$ cat src/hdl/iprcfg_pkg.sv
/*
 * Package for the upper priority configuration bank: register indices,
 * field positions, reset values and the carrier struct for the priority levels.
 * Assumes a 16-bit register port with one-cycle read latency.
 */
package iprcfg_pkg;

	// ----------------------------------------
	// Register indices (word addresses)
	// ----------------------------------------
	localparam logic [3:0] UART2_AND_EXT2_PRIORITY_IDX = 4'h0;
	localparam logic [3:0] TIMER3_GATE_PRIORITY_IDX = 4'h1;
	localparam logic [3:0] SERIAL_PORT2_PRIORITY_IDX = 4'h2;
	localparam logic [3:0] UART_ERROR_PRIORITY_IDX = 4'h3;
	localparam logic [3:0] VOLTAGE_DETECT_PRIORITY_IDX = 4'h4;
	localparam logic [3:0] WAKEUP_PRIORITY_IDX = 4'h5;

	// ----------------------------------------
	// Field positions (low bit of each 3-bit field)
	// ----------------------------------------
	localparam int FLD_HI = 12;
	localparam int FLD_MID = 8;
	localparam int FLD_LO = 4;
	localparam int FLD_BASE = 0;

	// ----------------------------------------
	// Values
	// ----------------------------------------
	localparam logic [2:0] PRIO_RESET = 3'h4;
	localparam logic [2:0] PRIO_DISABLED = 3'h0;
	localparam logic [15:0] READ_ZERO = 16'h0000;

	typedef logic [2:0] iprcfg_level_t;

	// All ten source levels, as they leave for the arbiter
	typedef struct packed {
		iprcfg_level_t uart2_tx_prio;
		iprcfg_level_t uart2_rx_prio;
		iprcfg_level_t ext_irq2_prio;
		iprcfg_level_t timer3_gate_prio;
		iprcfg_level_t port2_collision_prio;
		iprcfg_level_t port2_event_prio;
		iprcfg_level_t uart2_err_prio;
		iprcfg_level_t uart1_err_prio;
		iprcfg_level_t volt_detect_prio;
		iprcfg_level_t lowpower_wake_prio;
	} iprcfg_levels_s;

endpackage

$ cat src/hdl/iprcfg_top.sv
/*
 * Upper priority configuration bank of the interrupt controller: ten 3-bit
 * priority fields, their register port, and per-source level and enable outputs.
 * Assumes the register master sits on SYS_CLK and never overlaps strobes.
 */
`timescale 1ns/1ps

// Summary of operation
// - Each 3-bit field is a level, 7 for all ones highest down to 1 lowest.
// - A field of zero disables its source so it never requests.
// - Unimplemented bits and unmapped addresses read as zero.
// - Every field resets to binary 100, level 4.
// - Register 0 holds UART2 transmit in 14-12, receive in 10-8, external 2 in 6-4.
// - Register 1 holds the timer 3 gate field in 6-4 only.
// - Register 2 holds port 2 collision in 10-8 and port 2 event in 6-4.
// - Register 3 holds UART2 error in 10-8 and UART1 error in 6-4.
// - Register 4 holds the voltage detect field in 2-0 only.
// - Register 5 holds the low-power wake field in its three lowest bits.
// - Every field is readable and writable and returns the last value written.
module iprcfg_top (
	input wire logic SYS_CLK,
	input wire logic RESET,
	input wire logic [3:0] REG_ADDR,
	input wire logic [15:0] REG_WDATA,
	input wire logic REG_WR,
	input wire logic REG_RD,
	output logic [15:0] REG_RDATA,
	output iprcfg_pkg::iprcfg_levels_s PRIO_LEVELS,
	output logic [9:0] SRC_ENABLED
);

	// ----------------------------------------
	// Strobe decode
	// ----------------------------------------
	// One select per register; an unmapped index selects nothing
	logic [5:0] addr_sel;
	logic [5:0] wr_sel;
	logic [5:0] rd_sel;

	always_comb begin
		addr_sel = 6'h00;
		case (REG_ADDR)
			iprcfg_pkg::UART2_AND_EXT2_PRIORITY_IDX: begin
				addr_sel[0] = 1'h1;
			end
			iprcfg_pkg::TIMER3_GATE_PRIORITY_IDX: begin
				addr_sel[1] = 1'h1;
			end
			iprcfg_pkg::SERIAL_PORT2_PRIORITY_IDX: begin
				addr_sel[2] = 1'h1;
			end
			iprcfg_pkg::UART_ERROR_PRIORITY_IDX: begin
				addr_sel[3] = 1'h1;
			end
			iprcfg_pkg::VOLTAGE_DETECT_PRIORITY_IDX: begin
				addr_sel[4] = 1'h1;
			end
			iprcfg_pkg::WAKEUP_PRIORITY_IDX: begin
				addr_sel[5] = 1'h1;
			end
			default: begin
			end
		endcase
	end

	// A write to an unmapped index has no select, so it changes nothing
	assign wr_sel = REG_WR ? addr_sel : 6'h00;
	assign rd_sel = REG_RD ? addr_sel : 6'h00;

	// ----------------------------------------
	// Register 0: UART2 transmit, UART2 receive, external 2
	// ----------------------------------------
	iprcfg_pkg::iprcfg_level_t uart2_tx_prio_q, uart2_tx_prio_d;
	iprcfg_pkg::iprcfg_level_t uart2_rx_prio_q, uart2_rx_prio_d;
	iprcfg_pkg::iprcfg_level_t ext_irq2_prio_q, ext_irq2_prio_d;

	always_comb begin
		uart2_tx_prio_d = uart2_tx_prio_q;
		uart2_rx_prio_d = uart2_rx_prio_q;
		ext_irq2_prio_d = ext_irq2_prio_q;
		// Bits without storage are simply not taken, so they stay zero
		if (wr_sel[0]) begin
			uart2_tx_prio_d = REG_WDATA[iprcfg_pkg::FLD_HI +: 3];
			uart2_rx_prio_d = REG_WDATA[iprcfg_pkg::FLD_MID +: 3];
			ext_irq2_prio_d = REG_WDATA[iprcfg_pkg::FLD_LO +: 3];
		end
	end

	always_ff @(posedge SYS_CLK) begin
		if (RESET) begin
			uart2_tx_prio_q <= iprcfg_pkg::PRIO_RESET;
			uart2_rx_prio_q <= iprcfg_pkg::PRIO_RESET;
			ext_irq2_prio_q <= iprcfg_pkg::PRIO_RESET;
		end else begin
			uart2_tx_prio_q <= uart2_tx_prio_d;
			uart2_rx_prio_q <= uart2_rx_prio_d;
			ext_irq2_prio_q <= ext_irq2_prio_d;
		end
	end

	// ----------------------------------------
	// Register 1: timer 3 gate
	// ----------------------------------------
	iprcfg_pkg::iprcfg_level_t timer3_gate_prio_q, timer3_gate_prio_d;

	always_comb begin
		timer3_gate_prio_d = timer3_gate_prio_q;
		if (wr_sel[1]) begin
			timer3_gate_prio_d = REG_WDATA[iprcfg_pkg::FLD_LO +: 3];
		end
	end

	always_ff @(posedge SYS_CLK) begin
		if (RESET) begin
			timer3_gate_prio_q <= iprcfg_pkg::PRIO_RESET;
		end else begin
			timer3_gate_prio_q <= timer3_gate_prio_d;
		end
	end

	// ----------------------------------------
	// Register 2: serial port 2 collision and event
	// ----------------------------------------
	iprcfg_pkg::iprcfg_level_t port2_collision_prio_q, port2_collision_prio_d;
	iprcfg_pkg::iprcfg_level_t port2_event_prio_q, port2_event_prio_d;

	always_comb begin
		port2_collision_prio_d = port2_collision_prio_q;
		port2_event_prio_d = port2_event_prio_q;
		if (wr_sel[2]) begin
			port2_collision_prio_d = REG_WDATA[iprcfg_pkg::FLD_MID +: 3];
			port2_event_prio_d = REG_WDATA[iprcfg_pkg::FLD_LO +: 3];
		end
	end

	always_ff @(posedge SYS_CLK) begin
		if (RESET) begin
			port2_collision_prio_q <= iprcfg_pkg::PRIO_RESET;
			port2_event_prio_q <= iprcfg_pkg::PRIO_RESET;
		end else begin
			port2_collision_prio_q <= port2_collision_prio_d;
			port2_event_prio_q <= port2_event_prio_d;
		end
	end

	// ----------------------------------------
	// Register 3: UART error sources
	// ----------------------------------------
	iprcfg_pkg::iprcfg_level_t uart2_err_prio_q, uart2_err_prio_d;
	iprcfg_pkg::iprcfg_level_t uart1_err_prio_q, uart1_err_prio_d;

	always_comb begin
		uart2_err_prio_d = uart2_err_prio_q;
		uart1_err_prio_d = uart1_err_prio_q;
		if (wr_sel[3]) begin
			uart2_err_prio_d = REG_WDATA[iprcfg_pkg::FLD_MID +: 3];
			uart1_err_prio_d = REG_WDATA[iprcfg_pkg::FLD_LO +: 3];
		end
	end

	always_ff @(posedge SYS_CLK) begin
		if (RESET) begin
			uart2_err_prio_q <= iprcfg_pkg::PRIO_RESET;
			uart1_err_prio_q <= iprcfg_pkg::PRIO_RESET;
		end else begin
			uart2_err_prio_q <= uart2_err_prio_d;
			uart1_err_prio_q <= uart1_err_prio_d;
		end
	end

	// ----------------------------------------
	// Register 4: voltage detect
	// ----------------------------------------
	iprcfg_pkg::iprcfg_level_t volt_detect_prio_q, volt_detect_prio_d;

	always_comb begin
		volt_detect_prio_d = volt_detect_prio_q;
		if (wr_sel[4]) begin
			volt_detect_prio_d = REG_WDATA[iprcfg_pkg::FLD_BASE +: 3];
		end
	end

	always_ff @(posedge SYS_CLK) begin
		if (RESET) begin
			volt_detect_prio_q <= iprcfg_pkg::PRIO_RESET;
		end else begin
			volt_detect_prio_q <= volt_detect_prio_d;
		end
	end

	// ----------------------------------------
	// Register 5: low-power wake
	// ----------------------------------------
	iprcfg_pkg::iprcfg_level_t lowpower_wake_prio_q, lowpower_wake_prio_d;

	always_comb begin
		lowpower_wake_prio_d = lowpower_wake_prio_q;
		// Kept in the three lowest bits; software must not expect it at 6-4
		if (wr_sel[5]) begin
			lowpower_wake_prio_d = REG_WDATA[iprcfg_pkg::FLD_BASE +: 3];
		end
	end

	always_ff @(posedge SYS_CLK) begin
		if (RESET) begin
			lowpower_wake_prio_q <= iprcfg_pkg::PRIO_RESET;
		end else begin
			lowpower_wake_prio_q <= lowpower_wake_prio_d;
		end
	end

	// ----------------------------------------
	// Read path
	// ----------------------------------------
	// Each image holds zeros wherever a bit has no storage
	logic [15:0] img [6];
	logic [15:0] rd_word;
	logic [15:0] rdata_q, rdata_d;

	always_comb begin
		for (int r = 0; r < 6; r++) begin
			img[r] = iprcfg_pkg::READ_ZERO;
		end
		img[0][iprcfg_pkg::FLD_HI +: 3] = uart2_tx_prio_q;
		img[0][iprcfg_pkg::FLD_MID +: 3] = uart2_rx_prio_q;
		img[0][iprcfg_pkg::FLD_LO +: 3] = ext_irq2_prio_q;
		img[1][iprcfg_pkg::FLD_LO +: 3] = timer3_gate_prio_q;
		img[2][iprcfg_pkg::FLD_MID +: 3] = port2_collision_prio_q;
		img[2][iprcfg_pkg::FLD_LO +: 3] = port2_event_prio_q;
		img[3][iprcfg_pkg::FLD_MID +: 3] = uart2_err_prio_q;
		img[3][iprcfg_pkg::FLD_LO +: 3] = uart1_err_prio_q;
		img[4][iprcfg_pkg::FLD_BASE +: 3] = volt_detect_prio_q;
		img[5][iprcfg_pkg::FLD_BASE +: 3] = lowpower_wake_prio_q;
	end

	// Zero outside a read cycle, so a stale word never lingers on the bus
	always_comb begin
		rd_word = iprcfg_pkg::READ_ZERO;
		for (int r = 0; r < 6; r++) begin
			if (rd_sel[r]) begin
				rd_word = img[r];
			end
		end
		rdata_d = rd_word;
	end

	always_ff @(posedge SYS_CLK) begin
		if (RESET) begin
			rdata_q <= iprcfg_pkg::READ_ZERO;
		end else begin
			rdata_q <= rdata_d;
		end
	end

	// ----------------------------------------
	// Source enables
	// ----------------------------------------
	// Taken from the next field values so each enable lines up with its level
	iprcfg_pkg::iprcfg_levels_s levels_q;
	iprcfg_pkg::iprcfg_levels_s levels_d;
	logic [9:0] enabled_q, enabled_d;

	assign levels_q = {uart2_tx_prio_q, uart2_rx_prio_q, ext_irq2_prio_q,
		timer3_gate_prio_q, port2_collision_prio_q, port2_event_prio_q,
		uart2_err_prio_q, uart1_err_prio_q, volt_detect_prio_q,
		lowpower_wake_prio_q};

	assign levels_d = {uart2_tx_prio_d, uart2_rx_prio_d, ext_irq2_prio_d,
		timer3_gate_prio_d, port2_collision_prio_d, port2_event_prio_d,
		uart2_err_prio_d, uart1_err_prio_d, volt_detect_prio_d,
		lowpower_wake_prio_d};

	// Level 1 is the lowest that still requests; zero is the only off code
	genvar g;
	generate
		for (g = 0; g < 10; g++) begin : g_enable
			assign enabled_d[g] = (levels_d[g*3 +: 3] != iprcfg_pkg::PRIO_DISABLED);
		end
	endgenerate

	always_ff @(posedge SYS_CLK) begin
		if (RESET) begin
			enabled_q <= '1;
		end else begin
			enabled_q <= enabled_d;
		end
	end

	// ----------------------------------------
	// Outputs
	// ----------------------------------------
	assign REG_RDATA = rdata_q;
	assign PRIO_LEVELS = levels_q;
	assign SRC_ENABLED = enabled_q;

endmodule // iprcfg_top

$ cat config.mk
export PLATFORM = sky130hd
export DESIGN_NAME = iprcfg_top
export DESIGN_NICKNAME = d
export VERILOG_FILES = /design/src/hdl/iprcfg_pkg.sv /design/src/hdl/iprcfg_top.sv
export SDC_FILE = /design/constraint.sdc
export NUM_CORES = 1
export LEC_CHECK = 0
export BUFFER_PORTS_ARGS = -buffer_cell sky130_fd_sc_hd__buf_2
export CORE_AREA = 2 2 67 69
export CTS_BUF_LIST = sky130_fd_sc_hd__clkbuf_8
export DETAILED_ROUTE_END_ITERATION = 10
export DIE_AREA = 0 0 69 71
export GPL_TIMING_DRIVEN = 0
export PLACE_DENSITY_LB_ADDON = 0.12
export SETUP_SLACK_MARGIN = 0.2
export SYNTH_ARGS = -nofsm -noshare
export SYNTH_HDL_FRONTEND = slang
export SYNTH_SLANG_ARGS = --single-unit
$ cat constraint.sdc
create_clock -name SYS_CLK -period 3.29 [get_ports SYS_CLK]
set_input_delay 0.329 -clock SYS_CLK [delete_from_list [all_inputs] [get_ports SYS_CLK]]
set_output_delay 0.329 -clock SYS_CLK [all_outputs]
set_load 0.02 [all_outputs]
# [Word level (Yosys, flattened, before mapping)]
# Cells that the tools add are included.
# W data, S select, Z words.
[word_totals] ramBits=0 elab_cells=59 romBits=0 memories=0 out_inout_bits=56 latchBits=0 in_bits=24 regBits=56
[op_classes] n_reduce_logical=14 bitwise=1 muxes=24 n_div=0 magnitude_cmp=0 add_sub_neg=0 shift=0 n_mul=0 eq_ne=5
[ops] operator="$mux W11" n=4
[ops] operator="$mux W3" n=12
[ops] operator="$reduce_bool A3 Y1" n=10
[ops] operator="$mux W6" n=2
[ops] operator="$eq A4 B2 Y1 const B" n=2
[ops] operator="$eq A4 B3 Y1 const B" n=2
[ops] operator="$reduce_or A7 Y1" n=1
[ops] operator="$mux W1" n=6
[ops] operator="$reduce_or A6 Y1" n=1
[ops] operator="$eq A4 B1 Y1 const B" n=1
[ops] operator="$logic_not A4 Y1" n=1
[ops] operator="$reduce_or A3 Y1" n=1
[ops] operator="$not A1 Y1" n=1

# [Longest topological paths before layout]
[logic_depth] word_depth=9 mapped_depth=5 depth_no_buf=3

# [Worst setup path before layout]
# Ideal clock, no wire load.
[synth_path] path_kind="input to register" from="in REG_ADDR[1]" to="reg rdata_q[8] (netlist: REG_RDATA[8])" n_path_buf=1 t_required_ps=3171 setup_time_ps=119 stages=4 arrival_ps=1161 slack_ps=2010 path_cell_list="buf_4 and2b_1 nand4b_1 o221a_2"
[synth_between] elab_chain_cells=7 elab_cells_between_ends=18 classes_between="eq/ne: 5; mux: 11; reduce/logical: 2"
[synth_rtl] item="start: declaration" line_no="iprcfg_top.sv:23" text="input wire logic [3:0] REG_ADDR,"
[synth_rtl] item="$logic_not A4 Y1" line_no="iprcfg_top.sv:42" text="case (REG_ADDR)"
[synth_rtl] item="$mux W1" line_no="iprcfg_top.sv:42"
[synth_rtl] item="$mux W6 (*)" line_no="iprcfg_top.sv:68" text="assign rd_sel = REG_RD ? addr_sel : 6'h00;"
[synth_rtl] item="$mux W11 (4 in series)" line_no="iprcfg_top.sv:240" text="if (rd_sel[r]) begin"
[synth_rtl] item="end signal: assignment" line_no="iprcfg_top.sv:249" text="rdata_q <= iprcfg_pkg::READ_ZERO;"
[synth_rtl] item="end signal: assignment" line_no="iprcfg_top.sv:251" text="rdata_q <= rdata_d;"
[synth_rtl] item="end: declaration" line_no="iprcfg_top.sv:218" text="logic [15:0] rdata_q, rdata_d;"
# Every way passes the cells marked *; elsewhere a longest branch is shown, timed or not.
# A chain may end at the register's enable or synchronous reset.

==> out/metrics.cfg <==
[power_and_ir_drop]
pwr-share-clk_pct = 34.2
power.total_w = 0.00114
ir_drop_mv = 0.209
p_switching_w = 0.000270
power_density_nw_per_um2 = 415
seqPwrFrac_pct = 56.5
power_frac_comb_pct = 9.3
switching_share_pct = 23.7
power.internal_w = 0.000866
leakage_nw = 1.30

[min_path]
hold_end = uart2_tx_prio_q[2]$_SDFF_PP1_
hold_path_class = input port to flip-flop
holdPathStages = 2
hp-start = REG_WDATA[14]

[grt]
grt_pass1_wl_mm = 8.63
antenna_found_initial = 0
grt_max_degree = 15
grt_overflow = 0
grt_usage_pct = 22.1
grt_pass1_vias = 1762

[clock_tree]
numCtsBuffers = 5
cts_tree = yes
clk_latency_ps = 300
hold_buffers = 0
clock-sinks = 52
postCtsSetupBuffers = 0
post_cts_resized = 0
cts_buffer_depth = 2
path_clk_slew_ps = 90
htree_levels = 2
clockRootBuffer = clkbuf_8

[placement]
post-dp-hpwl_mm = 3.98
io_buffers = 69
dp.cells = 332
globalplace.congestion = 0.789

[routing]
via_per_inst = 5.39
firstDrtPassIters = 4
drt-wirelength-per-cell_microns = 15.5
drt_iter0_drc = 87
wl_mm = 5.25
drcViolationCount = 0
antenna_left = 0
vias = 1826

[critical_path]
path_class = input port to flip-flop
path_cells = buf_2 > buf_2 > clkbuf_1 > nor4_1 > mux2i_1
setup.worst_path.start_class = input port
reg2reg_slack_ps = 2230
max_stage_delay_ps = 500
rr_endpoint = REG_RDATA[6]$_SDFF_PP0_
cp.arrival_ps = 1560
required_ps = 3450
worst-path-max-fanout = 10
r2r_cells = 3
r2r-start = timer3_gate_prio_q[2]$_SDFF_PP1_
cp_common_cell = buf_2
cp_slowest_cell = nor4_1
cp-end-kind = flip-flop

[logic_synthesis]
post-synth-top-count-cell = dfxtp_1
seq_area_frac_synth_pct = 46.9
ys_ff_latch = 52
synth_edf_count = 0
yosys_warnings = 0
synth.avg_cell_area_sq_um = 10.7
yosysTopAreaCell = dfxtp_1
synth_cells = 208
synthArstFlopShare_pct = 0
synth_top_area_share_pct = 46.9
ys_top_cells_by_area = dfxtp_1 (47%), mux2i_1 (19%), nand2b_1 (8.2%)
ys_top_cells_by_count = dfxtp_1 (52), mux2i_1 (42), nand2b_1 (29), nor2_1 (16), nor4_1 (14)
netlist_area_sq_um = 2220
ys_types = 29
synth_flop_cell = dfxtp_1

[layout]
seqCellArea_sq_um = 1040
layout.cells.non_filler = 339
multi_input_area_sq_um = 1100
area_growth_syn_to_layout_pct = 23.3
fin_nets = 311
n_fill_cell = 366
layout-drive-gt1-share_pct = 34.1
antennaDiodeCount = 0

[sta]
finalCritPeriodShare_pct = 42.6
period_minus_slack_ps = 1400
grt_setup_unrepaired = false
tightest_slew_ps = 746
finalSetupViolCount = 0
finalSetupTns_ps = 0
fmax_mhz = 714
fin_skew_ps = 2.25
slew_viol_final = 0
finalHoldViolations = 0
relSlewSlack_pct = 49.8

[job]
maxCapViolations = 0

[status]
outcome = finished clean

[die]
coreArea_sq_um = 4200
start_util_pct = 52.8
num_io_pins = 80
rows = 24
die_w_microns = 69
die_area_sq_um = 4900
die_h_microns = 71

## registers in the layout, indices dropped and copies added, names as in the netlist
signal	flops
ext_irq2_prio_q	3
SRC_ENABLED	10
uart2_rx_prio_q	3
port2_collision_prio_q	3
port2_event_prio_q	3
uart2_tx_prio_q	3
uart1_err_prio_q	3
lowpower_wake_prio_q	3
timer3_gate_prio_q	3
REG_RDATA	12
volt_detect_prio_q	3
uart2_err_prio_q	3
## through the flow
step	hold WS [ps]	worst slack, ps	util, %	cell area [sq um]
4_1_cts	260	1890	65.1	2740
3_5_place_dp	492	1550	62.9	2640
3_3_place_gp	492	1560	62.9	2640
5_1_grt	274	1860	65.1	2740
2_1_floorplan	447	2010	-	2230
6_report	267	1890	65.1	2740
## cells by family (layout without fill, tap and decap cells)
kind of cell / Yosys count / count (layout) / synth area share [%]
AND/OR/NAND/NOR: 80 / 80 / 22.4
flip-flops: 52 / 52 / 46.9
multiplexers: 45 / 45 / 20.5
buffers and inverters: 16 / 92 / 4.28
AO/OA/AOI/OAI: 14 / 14 / 5.80
other: 1 / 4 / 0.169
## critical path: cells and delay by family
family / cells / cell delay [ps]
buffers and inverters: 3 / 550
and+or+nand+nor: 1 / 500
muxes: 1 / 170
## cell type report
type | instances | area share, %
multi-input combinational | 143 | 40.0
timing repair buffer | 69 | 12.6
clock buffer | 7 | 3.52
buffer | 16 | 3.47
sequential | 52 | 38.0
tap | 52 | 2.38
## routing by layer
layer	up-vias	share of wire, %	wire length (microns)	track usage, %
li1	893	-	-	-
met1	873	44	2300	27.7
met2	54	50	2620	38.5
met3	6	5.1	266	4.99
met4	0	1.2	63	6.32
met5	-	0	0	0
## power by group through the flow
| stage | Sequential, W | Clock (W) | Combinational (W) |
|---|---|---|---|
| CTS | 0.000642 | 0.000397 | 0.000105 |
| global placement | 0.000657 | 0 | 0.000104 |
| finish | 0.000642 | 0.000389 | 0.000105 |
| detailed placement | 0.000657 | 0 | 0.000105 |
| global route | 0.000644 | 0.000419 | 0.000114 |
| floorplan | 0.000666 | 0 | 0.0000580 |
## worst max-delay path by stage
stage | to | from | depth (start not counted)
final | SRC_ENABLED[8]$_SDFF_PP1_ | RESET | 5
after global routing | SRC_ENABLED[3]$_SDFF_PP1_ | RESET | 5
after CTS | SRC_ENABLED[8]$_SDFF_PP1_ | RESET | 5
after floorplan | REG_RDATA[8]$_SDFF_PP0_ | REG_ADDR[1] | 4
after global placement | SRC_ENABLED[8]$_SDFF_PP1_ | RESET | 5
after detailed placement | SRC_ENABLED[8]$_SDFF_PP1_ | RESET | 5
## cells in the final DEF (no fill, tap or decap)
cell      netlist  final
mux2_2          3      3
a211o_1         1      1
a21boi_0        1      1
nand4_1         1      1
and2b_1         1      1
o221a_1         4      4
conb_1          1      4
o21a_1          6      6
nand3_2         1      1
nor4b_4         1      1
nor4_1         14     14
nor2_2          1      1
nand4b_1        2      2
dfxtp_1        52     52
and4b_1         1      1
clkbuf_2        2      2
buf_2           2     71
clkbuf_8        0      7
nand2b_1       29     29
mux2i_1        42     42
buf_6           1      1
buf_4           6      6
nor2_1         16     16
and3_1          4      4
o221a_2         2      2
nor2b_1         2      2
nor3b_2         1      1
and2_1          4      4
clkbuf_1        5      5
nand2_2         2      2
Power figures use the tool's default switching activity.
